[src/rtl/asct_defs.vh]
// Pin timing constants and cycle counts for the static memory controller
`ifndef ASCT_DEFS_VH
`define ASCT_DEFS_VH

// ----------------------------------------------------------------------------
// Clock
// ----------------------------------------------------------------------------
`define ASCT_CLK_PERIOD_NS          5

// ----------------------------------------------------------------------------
// Memory timing in ns, as printed
// ----------------------------------------------------------------------------
`define ASCT_ADDRESS_ACCESS_TIME_NS 55
`define ASCT_READ_CYCLE_TIME_NS     55
`define ASCT_WRITE_CYCLE_TIME_NS    55
`define ASCT_WRITE_PULSE_WIDTH_NS   40
`define ASCT_WRITE_DATA_SETUP_NS    25
`define ASCT_OUTPUT_OFF_TIME_NS     20

// ----------------------------------------------------------------------------
// Derived cycle counts; least times round up, waits for the device round up
// ----------------------------------------------------------------------------
`define ASCT_CEIL_CYC(t) (((t) + `ASCT_CLK_PERIOD_NS - 1) / `ASCT_CLK_PERIOD_NS)
`define ASCT_ACCESS_CYC     `ASCT_CEIL_CYC(`ASCT_ADDRESS_ACCESS_TIME_NS)
`define ASCT_READ_CYC       `ASCT_CEIL_CYC(`ASCT_READ_CYCLE_TIME_NS)
`define ASCT_WRITE_CYC      `ASCT_CEIL_CYC(`ASCT_WRITE_CYCLE_TIME_NS)
`define ASCT_PULSE_CYC      `ASCT_CEIL_CYC(`ASCT_WRITE_PULSE_WIDTH_NS)
`define ASCT_SETUP_CYC      `ASCT_CEIL_CYC(`ASCT_WRITE_DATA_SETUP_NS)
`define ASCT_OFF_CYC        `ASCT_CEIL_CYC(`ASCT_OUTPUT_OFF_TIME_NS)

// ----------------------------------------------------------------------------
// Synchroniser depth on the data pins
// ----------------------------------------------------------------------------
`define ASCT_SYNC_STAGES    2

`endif

[src/rtl/asct_sync.v]
// Two-stage synchroniser for a bus of asynchronous input pins
`timescale 1ns/100ps

module asct_sync
#(
    parameter WIDTH = 16
)
(
    input  wire             clk_sys_i,
    input  wire             rstn_i,
    input  wire [WIDTH-1:0] async_i,
    output wire [WIDTH-1:0] sync_o
);

    // ------------------------------------------------------------------------
    // Per-bit flop pair
    // ------------------------------------------------------------------------
    genvar i;
    generate
        for (i = 0; i < WIDTH; i = i + 1)
        begin : g_bit
            reg meta_reg;
            reg stable_reg;
            // First flop feeds only the second
            always @(posedge clk_sys_i)
            begin
                if (!rstn_i)
                begin
                    meta_reg   <= 1'b0;
                    stable_reg <= 1'b0;
                end
                else
                begin
                    meta_reg   <= async_i[i];
                    stable_reg <= meta_reg;
                end
            end
            assign sync_o[i] = stable_reg;
        end
    endgenerate

endmodule // asct_sync

[src/rtl/asct_ctrl.v]
// Host-side controller that runs read and write cycles on a 2M x 16 static memory
// Function
// (RQ1) Select only when low select low, high select high
// (RQ2) Both lanes high or deselected means standby
// (RQ3) Read data valid 55 ns; reads 55 ns apart
// (RQ4) Old data held 10 ns after address change
// (RQ5) Read data valid 55 ns after select
// (RQ6) Data valid 25 ns after output enable
// (RQ7) Lane data valid 55 ns after lane enable
// (RQ8) Outputs float within 20 ns of deassert
// (RQ9) Deselect powers down within 55 ns
// (RQ10) Address valid no later than read strobe
// (RQ11) Write is overlap of all strobes
// (RQ12) Data timing referenced to write-ending edge
// (RQ13) Address 40 ns before end; writes 55 ns apart
// (RQ14) Address may change right at write end
// (RQ15) Address valid at write start, zero setup
// (RQ16) Each write strobe low at least 40 ns
// (RQ17) Write data valid 25 ns before end
// (RQ18) Write enable low turns outputs off
// (RQ19) Pins float during write with output enable high
// (RQ20) Select and write enable release together stay floating
// (RQ21) Never drive pins while memory drives them
// (RQ22) Low lane bits 0-7, high lane 8-15
// (RQ23) Memory drives only in an enabled read
`timescale 1ns/100ps
`include "asct_defs.vh"

module asct_ctrl
#(
    parameter ADDR_W = 21,
    parameter DATA_W = 16
)
(
    input  wire              clk_sys_i,
    input  wire              rstn_i,
    // User request port
    input  wire              req_i,
    input  wire              req_write_i,
    input  wire [ADDR_W-1:0] req_addr_i,
    input  wire [DATA_W-1:0] req_wdata_i,
    input  wire [1:0]        req_lanes_i,
    output reg               ready_o,
    output reg               done_o,
    output reg  [DATA_W-1:0] rdata_o,
    // Memory pins
    output reg  [ADDR_W-1:0] mem_addr_o,
    output reg               select_low_active_n_o,
    output reg               select_high_active_o,
    output reg               mem_write_n_o,
    output reg               mem_output_n_o,
    output reg               upper_lane_enable_n_o,
    output reg               lower_lane_enable_n_o,
    output reg  [DATA_W-1:0] mem_data_o,
    output reg               mem_data_oe_o,
    input  wire [DATA_W-1:0] mem_data_i
);

    // ------------------------------------------------------------------------
    // States and counts
    // ------------------------------------------------------------------------
    localparam [1:0] ST_IDLE    = 2'b00;
    localparam [1:0] ST_READ    = 2'b01;
    localparam [1:0] ST_WRITE   = 2'b10;
    localparam [1:0] ST_RECOVER = 2'b11;

    // Counts worked out at integer width, then cut to the counter width
    localparam integer READ_CYC_INT  = `ASCT_ACCESS_CYC + `ASCT_SYNC_STAGES + 1;
    localparam integer PULSE_CYC_INT = `ASCT_PULSE_CYC;
    localparam integer WPAD_CYC_INT  = `ASCT_WRITE_CYC - `ASCT_PULSE_CYC;
    localparam integer OFF_CYC_INT   = `ASCT_OFF_CYC;

    localparam [5:0] READ_LOAD  = READ_CYC_INT[5:0];
    localparam [5:0] PULSE_LOAD = PULSE_CYC_INT[5:0];
    localparam [5:0] WPAD_LOAD  = WPAD_CYC_INT[5:0];
    localparam [5:0] OFF_LOAD   = OFF_CYC_INT[5:0];

    reg  [1:0]        state_reg;
    reg  [1:0]        state_next;
    reg  [5:0]        cnt_reg;
    reg  [5:0]        cnt_next;
    reg               hold_reg;
    reg               hold_next;
    wire [DATA_W-1:0] data_sync;

    // ------------------------------------------------------------------------
    // Data pin synchroniser
    // ------------------------------------------------------------------------
    asct_sync
    #(
        .WIDTH     (DATA_W)
    )
    u_sync
    (
        .clk_sys_i (clk_sys_i),
        .rstn_i    (rstn_i),
        .async_i   (mem_data_i),
        .sync_o    (data_sync)
    );

    // ------------------------------------------------------------------------
    // State and counter next values
    // ------------------------------------------------------------------------
    always @*
    begin
        state_next = state_reg;
        cnt_next   = cnt_reg;
        hold_next  = 1'b0;
        case (state_reg)
            ST_IDLE:
            begin
                if (req_i && ready_o)
                begin
                    state_next = req_i && req_write_i ? ST_WRITE : ST_READ;
                    cnt_next   = req_write_i ? PULSE_LOAD : READ_LOAD; // RQ16 RQ3
                end
            end
            ST_READ:
            begin
                cnt_next = cnt_reg - 6'h01;
                if (cnt_reg == 6'h01)
                begin
                    state_next = ST_RECOVER;
                    cnt_next   = OFF_LOAD; // RQ21
                end
            end
            ST_WRITE:
            begin
                cnt_next = cnt_reg - 6'h01;
                if (cnt_reg == 6'h01)
                begin
                    state_next = ST_RECOVER;
                    cnt_next   = WPAD_LOAD; // RQ13
                    hold_next  = 1'b1;      // RQ17
                end
            end
            default:
            begin
                cnt_next = cnt_reg - 6'h01;
                if (cnt_reg == 6'h01)
                begin
                    state_next = ST_IDLE;
                end
            end
        endcase
    end

    // ------------------------------------------------------------------------
    // Sequencer and pin registers
    // ------------------------------------------------------------------------
    always @(posedge clk_sys_i)
    begin
        if (!rstn_i)
        begin
            state_reg             <= ST_IDLE;
            cnt_reg               <= 6'h00;
            hold_reg              <= 1'b0;
            ready_o               <= 1'b0;
            done_o                <= 1'b0;
            rdata_o               <= {DATA_W{1'b0}};
            mem_addr_o            <= {ADDR_W{1'b0}};
            select_low_active_n_o <= 1'b1; // RQ1
            select_high_active_o  <= 1'b0; // RQ1
            mem_write_n_o         <= 1'b1;
            mem_output_n_o        <= 1'b1;
            upper_lane_enable_n_o <= 1'b1; // RQ2
            lower_lane_enable_n_o <= 1'b1;
            mem_data_o            <= {DATA_W{1'b0}};
            mem_data_oe_o         <= 1'b0;
        end
        else
        begin
            state_reg <= state_next;
            cnt_reg   <= cnt_next;
            hold_reg  <= hold_next;
            done_o    <= 1'b0;
            ready_o   <= (state_next == ST_IDLE);
            // Start of a cycle: address with all strobes on one edge
            if (state_reg == ST_IDLE && state_next != ST_IDLE)
            begin
                mem_addr_o            <= req_addr_i;       // RQ10 RQ15
                select_low_active_n_o <= 1'b0;             // RQ1
                select_high_active_o  <= 1'b1;             // RQ1
                lower_lane_enable_n_o <= ~req_lanes_i[0];  // RQ22
                upper_lane_enable_n_o <= ~req_lanes_i[1];  // RQ22
                mem_write_n_o         <= ~req_write_i;     // RQ11
                mem_output_n_o        <= req_write_i;      // RQ19
                mem_data_o            <= req_wdata_i;      // RQ17
                mem_data_oe_o         <= req_write_i;      // RQ21
            end
            // End of read: take data, drop every strobe
            if (state_reg == ST_READ && state_next == ST_RECOVER)
            begin
                rdata_o               <= data_sync;        // RQ3 RQ5 RQ7
                select_low_active_n_o <= 1'b1;
                select_high_active_o  <= 1'b0;
                mem_output_n_o        <= 1'b1;             // RQ8
                upper_lane_enable_n_o <= 1'b1;
                lower_lane_enable_n_o <= 1'b1;
            end
            // End of write: all strobes released together
            if (state_reg == ST_WRITE && state_next == ST_RECOVER)
            begin
                mem_write_n_o         <= 1'b1;             // RQ11 RQ12
                select_low_active_n_o <= 1'b1;             // RQ20
                select_high_active_o  <= 1'b0;
                upper_lane_enable_n_o <= 1'b1;
                lower_lane_enable_n_o <= 1'b1;
            end
            // Data held one cycle past write end, then released
            if (hold_reg)
            begin
                mem_data_oe_o <= 1'b0;                     // RQ14 RQ17
            end
            // Completion pulse on return to idle
            if (state_reg == ST_RECOVER && state_next == ST_IDLE)
            begin
                done_o <= 1'b1;
            end
        end
    end

endmodule // asct_ctrl

[config.mk]
export PLATFORM = sky130hd
export DESIGN_NAME = asct_ctrl
export DESIGN_NICKNAME = d
export VERILOG_FILES = /design/src/rtl/asct_sync.v /design/src/rtl/asct_ctrl.v
export VERILOG_INCLUDE_DIRS = /design/src /design/src/rtl
export SDC_FILE = /design/constraint.sdc
export NUM_CORES = 1
export LEC_CHECK = 0
export ABC_AREA = 1
export BUFFER_PORTS_ARGS = -buffer_cell sky130_fd_sc_hd__buf_2
export CAP_MARGIN = 5
export CORE_MARGIN = 8
export CORE_UTILIZATION = 35
export CTS_CLUSTER_SIZE = 12
export DETAILED_ROUTE_END_ITERATION = 12
export GPL_TIMING_DRIVEN = 0
export PLACE_DENSITY = 0.66
export SLEW_MARGIN = 20
export SYNTH_ARGS = -nofsm -noshare
export SYNTH_HDL_FRONTEND = slang
export SYNTH_SLANG_ARGS = --single-unit
export TNS_END_PERCENT = 10
[constraint.sdc]
create_clock -name clk_sys_i -period 2.4 [get_ports clk_sys_i]
set_clock_uncertainty 0.2 [all_clocks]
set_input_delay 0.36 -clock clk_sys_i [delete_from_list [all_inputs] [get_ports clk_sys_i]]
set_output_delay 0.36 -clock clk_sys_i [all_outputs]
set_load 0.01 [all_outputs]
==> metrics.cfg, run 1 <==
[sta]
timing.final.crit_share_pct = 91.4
tightest_slew_ns = 0.529
fin_ws_ns = 0.206
slew_violations = 0
maxSlewHeadroom_pct = 64.7
report.final.hold_viol_count = 0
rsz0062_at_grt = true
finalWorstPathRequiredPeriod_ns = 2.19
timing.setup.tns_ns = 0
holdWs_ns = 0.00129
clock.fmax_mhz = 456
setup_violations = 0

[route]
detail_route.wl_per_cell_um = 12.8
wirelength_mm = 10.4
drc = 0
vias_per_cell = 4.52
route.vias.total = 3660
first_pass_iters = 4
drt_iter0_markers = 172
ant_nets = 0

[clock_tree]
clock_insertion_delay_at_the_later_pin_of_the_skew_report_ns = 0.35
cts.htree.levels = 3
numCtsBuffers = 9
ctsRootBufferMaster = clkbuf_16
cts_tree = yes
cts.reportedPaths.clkPinSlew_ns = 0.07
maximum_root_to_sink_buffer_count = 2
cts_sinks = 103

[global_route]
grt_pass1_vias = 3439
grt_overflow_total = 0
grt_antenna_before_repair = 2
grt_start_max_net_pins = 19
grt_first_pass_wirelength_mm = 16.2
grt_usage_pct = 13.3

[finish]
design_area_mm2 = 0.00533
final_layout_size_suffix_gt1_share_pct = 25.9
final_nets = 725
largest_register = mem_addr_o
fillerInstances = 1134
largest_register_ff_count = 21
syn_to_final_growth_pct = 30.0

[floorplan]
die_height_um = 124
die_area_mm2 = 0.0154
io_pins = 121
num_rows = 39
fp.dieW_um = 124
initial_utilization_pct = 35.9
floorplan.core_area_mm2 = 0.0114

[run_status]
run_status = complete, no violations

[pwr]
sequentialPowerShare_pct = 33.6
power_frac_clock_pct = 20.4
ir_worst_vdd_uv = 749
combPwrFrac_pct = 46.0
power.total_mw = 6.73
power.share.switching_pct = 40.6
leakage_nw = 2.72
p_sw_mw = 2.73
areal_power_density_over_the_cells_mw_per_mm2 = 1260
internal_power_mw = 4.00

[critical_path]
arrival_ns = 2.27
worstSetupPathType = reg -> reg
worst_setup_path_end_kind = flop
timing.critical_path.fanout_max = 10
worst_setup_start_kind = flop
cp_data_required_time_ns = 2.48

[synthesis]
yosys_register_bits = 103
synth.yosys.seq_area_share_pct = 50.4
ys_warnings = 0
distinct_cell_type_count_of_the_synthesized_netlist = 33
avgSynthCellArea_um2 = 7.97
synth_nets = 580
syn_area_mm2 = 0.00410
synthCells = 514

[placed_design]
finalWeightedCongestion = 0.827
dpl.hpwl_mm = 7.86
postPlaceCellArea_mm2 = 0.00487
preCtsSetupSlack_ns = 0.0493
placement.io_buffers = 119

[min_path]
hold_class = in -> reg

[job]
maxCapViolCount = 0

==> cell families after synthesis <==
logic type               Yosys count  share of synthesized area [%]
AND/OR/NAND/NOR                  288                           32.8
AO/OA/AOI/OAI                     37                           5.47
buffers and inverters             78                           9.01
adder cells (fa/ha/maj)            7                           2.14
XOR/XNOR                           1                          0.214
flip-flops                       103                           50.4
==> critical path: stages, from the launching register on <==
cell     delay (ns)
dfxtp_2        0.40
inv_1          0.10
ha_1           0.20
buf_4          0.17
nand2_4        0.12
nand2_1        0.07
nand2_1        0.08
nand3_1        0.08
nand2_1        0.08
nand2_2        0.09
nand3_4        0.15
buf_4          0.19
nand2_1        0.06
a21oi_1        0.15
==> layout make-up <==
type	instances	area, um2	share of cell area [%]
flip-flops and latches	103	2060	38.8
multi-input cells	333	1680	31.5
repair buffers	134	746	14.0
clock buffers	10	229	4.30
inverters	51	191	3.59
well taps	143	179	3.36
plain buffers	27	178	3.34
clock inverters	6	53.8	1.01
diodes	2	5.00	0.0940
==> per-layer routing <==
metal,GRT usage [%],part of all wire [%],vias up
met2,21.7,45,119
li1,-,-,1885
met4,3.57,0.94,0
met5,0,0,-
met1,15.4,43,1645
met3,6.35,12,11
==> layout by cell type (no fill, tap or decap), drive strengths merged, types with 2 or more instances in the layout <==
cell type    netlist  routed
dfxtp            103     103
diode              0       2
a221oi             2       2
buf               14     133
nor2              91      91
ha                 7       7
or2                2       2
a21oi             25      25
clkinv             0       4
nand3b            39      39
nand3             12      12
o21ai              9       9
nand4              3       3
clkbuf            13      23
dlygate4sd3        0      15
inv               51      53
nand2            137     137
==> stage by stage <==
step                      std cells  util, %
after global routing            807     46.6
after CTS                       806     46.4
final                           809     46.6
after detailed placement        776     42.6
after floorplan                 514        -
after global placement          776     42.6
==> synth_stat cells, drive strengths merged <==
cell / instances / area (um2)
nor4: 1 / 6.26
nor3b: 1 / 12.5
buf: 14 / 129
a221oi: 2 / 17.5
nand3b: 39 / 293
a32o: 1 / 10.0
nor3: 1 / 5.00
or2: 2 / 12.5
nand4: 3 / 25.0
inv: 51 / 191
and3: 1 / 6.26
a21oi: 25 / 148
o21ai: 9 / 48.8
xor2: 1 / 8.76
nand2: 137 / 537
nand3: 12 / 87.6
dfxtp: 103 / 2060
clkbuf: 13 / 48.8
nor2: 91 / 359
ha: 7 / 87.6
==> path summary, 6_finish.rpt <==
check,start,endpoint,slack (ns),cells after the start
min reg2reg,u_sync.g_bit[11].meta_reg,u_sync.g_bit[11].stable_reg,0.21,2
max,state_reg[0],rdata_o[11],0.21,13
min,mem_data_i[7],u_sync.g_bit[7].meta_reg,0.001,3
max reg2reg,state_reg[0],rdata_o[11],0.21,13
==> power groups by stage <==
| stage | registers [mW] | logic [mW] | clock network (mW) |
|---|---|---|---|
| 4_1_cts | 2.26 | 3.09 | 1.41 |
| 2_1_floorplan | 2.39 | 2.14 | 0 |
| 5_1_grt | 2.30 | 3.48 | 1.49 |
| 3_3_place_gp | 2.28 | 3.01 | 0 |
| 3_5_place_dp | 2.30 | 3.06 | 0 |
| 6_report | 2.26 | 3.09 | 1.37 |
==> repair_timing <==
action,in CTS,in global routing
buffers inserted,0,0
setup endpoints to repair,0,57
hold buffers,14,1
hold endpoints to repair,14,1
resized for setup,0,5
(Power assumes the default switching activity.)
==> run 2, diff against run 1 <==
CELL_PAD_IN_SITES_DETAIL_PLACEMENT = 0   (was unset)
CELL_PAD_IN_SITES_GLOBAL_PLACEMENT = 1   (was unset)
PLACE_DENSITY = 0.84   (was 0.66)
==> run 2 against run 1 <==
Hold slack improved by 0.010 ns. Die area unchanged. Core utilization up 0.26 points. Sequential share of layout area down 0.22 points. Sequential power about the same. Non-clock buffer count unchanged. Critical path depth stayed put. Clock-buffer cell count fell by 1. Clock power up 12%. Global-route usage about the same. Power rose by 2.1%. Sequential cell count is the same.
==> metrics.cfg, run 2 (synthesized netlist as in run 1, its figures left out) <==
[run_status]
run_status = complete, no violations

[sta]
maxSlewHeadroom_pct = 66.6  ; +1.9 points
timing.setup.tns_ns = 0  ; unchanged
slew_violations = 0  ; unchanged
clock.fmax_mhz = 459  ; +0.76%
timing.final.crit_share_pct = 90.7  ; -0.69 points
report.final.hold_viol_count = 0  ; unchanged
finalWorstPathRequiredPeriod_ns = 2.18  ; -0.0166 ns
tightest_slew_ns = 0.501  ; -0.0283 ns
setup_violations = 0  ; unchanged
rsz0062_at_grt = false

[floorplan]
initial_utilization_pct = 35.9  ; unchanged
die_height_um = 124  ; unchanged
io_pins = 121  ; unchanged
num_rows = 39  ; unchanged
die_area_mm2 = 0.0154  ; unchanged
floorplan.core_area_mm2 = 0.0114  ; unchanged
fp.dieW_um = 124  ; unchanged

[placed_design]
placement.io_buffers = 119  ; unchanged
postPlaceCellArea_mm2 = 0.00487  ; unchanged
finalWeightedCongestion = 0.795  ; -3.8%
dpl.hpwl_mm = 7.81  ; -0.65%

[job]
maxCapViolCount = 0  ; unchanged

[pwr]
ir_worst_vdd_uv = 587  ; -22%
power_frac_clock_pct = 22.2  ; +1.8 points
areal_power_density_over_the_cells_mw_per_mm2 = 1280  ; +1.6%
leakage_nw = 2.74  ; +0.64%
combPwrFrac_pct = 44.8  ; -1.2 points
sequentialPowerShare_pct = 33.0  ; -0.6 points
internal_power_mw = 4.11  ; +2.9%
p_sw_mw = 2.76  ; +1.0%
power.share.switching_pct = 40.1  ; -0.44 points

[route]
detail_route.wl_per_cell_um = 12.7  ; -0.85%
route.vias.total = 3577  ; -2.3%
wirelength_mm = 10.3  ; -1.1%
first_pass_iters = 4  ; unchanged
vias_per_cell = 4.43  ; -2.0%
drc = 0  ; unchanged
ant_nets = 0  ; unchanged
drt_iter0_markers = 162  ; -5.8%

[finish]
final_layout_size_suffix_gt1_share_pct = 26.1  ; +0.15 points
final_nets = 725  ; unchanged
largest_register_ff_count = 21  ; unchanged
antenna_cells = 0  ; -2
final_common_cell = nand2_1
area_of_combinational_cells_with_multiple_inputs_mm2 = 0.00168  ; -0.15%
largest_register = mem_addr_o
design_area_mm2 = 0.00536  ; +0.56%
fillerInstances = 1134  ; unchanged
top_library_cells_by_usage_in_the_layout_fill_and_taps_aside = 130 x nand2_1, 120 x buf_2, 101 x dfxtp_1, 88 x nor2_1, 49 x inv_1
layout.area.seq_mm2 = 0.00206  ; unchanged
syn_to_final_growth_pct = 30.8

[critical_path]
arrival_ns = 2.24  ; -0.03 ns
cp_data_required_time_ns = 2.47  ; about the same
setup.reg_to_reg.worst_slack_ns = 0.22  ; +0.02 ns
timing.critical_path.fanout_max = 10  ; unchanged
r2r_cells = 13  ; unchanged
worst_setup_start_kind = flop
crit_top_cell = nand2_1
timing.critical_path.slowest_cell_delay_ns = 0.40  ; about the same
rr_endpoint = rdata_o[6]
path_cells = inv_1 > ha_1 > buf_4 > nand2_4 > nand2_1 > nand2_1 > nand3_1 > nand2_1 > nand2_2 > nand3_4 > buf_4 > nand2_1 > a21oi_1
crit_slowest_cell = dfxtp_2
worstSetupPathType = reg -> reg
critPathLaunch = state_reg[0]
worst_setup_path_end_kind = flop
crit_end = rdata_o[6]
worst_r2r_startpoint = state_reg[0]

[global_route]
grt_first_pass_wirelength_mm = 16.4  ; +1.3%
grt_usage_pct = 13.3  ; -0.032 points
grt_antenna_before_repair = 0  ; -2
grt_start_max_net_pins = 21  ; +2
grt_pass1_vias = 3484  ; +1.3%
grt_overflow_total = 0  ; unchanged

[clock_tree]
clock_insertion_delay_at_the_later_pin_of_the_skew_report_ns = 0.34  ; about the same
cts_sinks = 103  ; unchanged
cts.htree.levels = 3  ; unchanged
numCtsBuffers = 9  ; unchanged
cts_tree = yes
maximum_root_to_sink_buffer_count = 2  ; unchanged
cts.reportedPaths.clkPinSlew_ns = 0.07  ; about the same
ctsRootBufferMaster = clkbuf_16

[min_path]
hold_class = in -> reg

## run 2: metrics by stage
stage | worst slack [ns] | power (mW) | std cells | hold WS (ns) | util, %
2_1_floorplan | 0.398 | 4.53 | 514 | 0.190 | -
3_3_place_gp | 0.0722 | 5.31 | 776 | 0.194 | 42.6
3_5_place_dp | 0.0342 | 5.38 | 776 | 0.197 | 42.6
4_1_cts | 0.00821 | 6.95 | 806 | 0.00410 | 46.7
5_1_grt | 0.0288 | 7.45 | 807 | 0.0118 | 46.9
6_report | 0.222 | 6.87 | 807 | 0.0114 | 46.9
## run 2: final cells by class
class,count,area share (%)
sequential,103,38.6
multi-input combinational,333,31.3
timing repair buffer,134,13.9
clock buffer,9,4.21
inverter,51,3.57
tap,143,3.34
buffer,27,3.32
clock inverter,7,1.82
## run 2: critical path: cells and delay by family (launching register included)
family,cells,cell delay [ns]
compound gates,1,0.16
simple gates,8,0.70
fa+ha+maj,1,0.20
flops,1,0.40
buf+inv,3,0.46
## run 2: what timing repair did
| action | CTS | global route |
|---|---|---|
| endpoints found under the setup margin | 0 | 54 |
| gates resized for setup | 0 | 4 |
| setup buffers | 0 | 1 |
| hold endpoints to repair | 14 | 0 |
| hold buffers | 14 | 0 |
## run 2: worst min-delay path by stage
stage / startpoint / endpoint / slack, ns / cells past startpoint
floorplan: u_sync.g_bit[0].meta_reg / u_sync.g_bit[0].stable_reg / 0.19 / 2
global placement: u_sync.g_bit[15].meta_reg / u_sync.g_bit[15].stable_reg / 0.19 / 2
detailed placement: u_sync.g_bit[5].meta_reg / u_sync.g_bit[5].stable_reg / 0.20 / 2
CTS: mem_data_i[9] / u_sync.g_bit[9].meta_reg / 0.004 / 3
global route: mem_data_i[9] / u_sync.g_bit[9].meta_reg / 0.01 / 3
finish: mem_data_i[9] / u_sync.g_bit[9].meta_reg / 0.01 / 3
## run 2: metal layers
metal  share of wire, %  global-route usage [%]  wire length [um]  up-vias
met5                  0                       0                 0        -
met4               0.87                    3.35                89        0
met3                 10                    4.71              1030        9
met2                 44                    21.5              4520      108
met1                 45                    16.5              4620     1583
li1                   -                       -                 -     1877
## run 2: power groups by stage
| stage | Sequential, mW | Combinational [mW] | Clock (mW) |
|---|---|---|---|
| after global routing | 2.31 | 3.48 | 1.65 |
| after detailed placement | 2.30 | 3.07 | 0 |
| final | 2.27 | 3.08 | 1.53 |
| after global placement | 2.29 | 3.03 | 0 |
| after CTS | 2.26 | 3.10 | 1.58 |
| after floorplan | 2.39 | 2.14 | 0 |
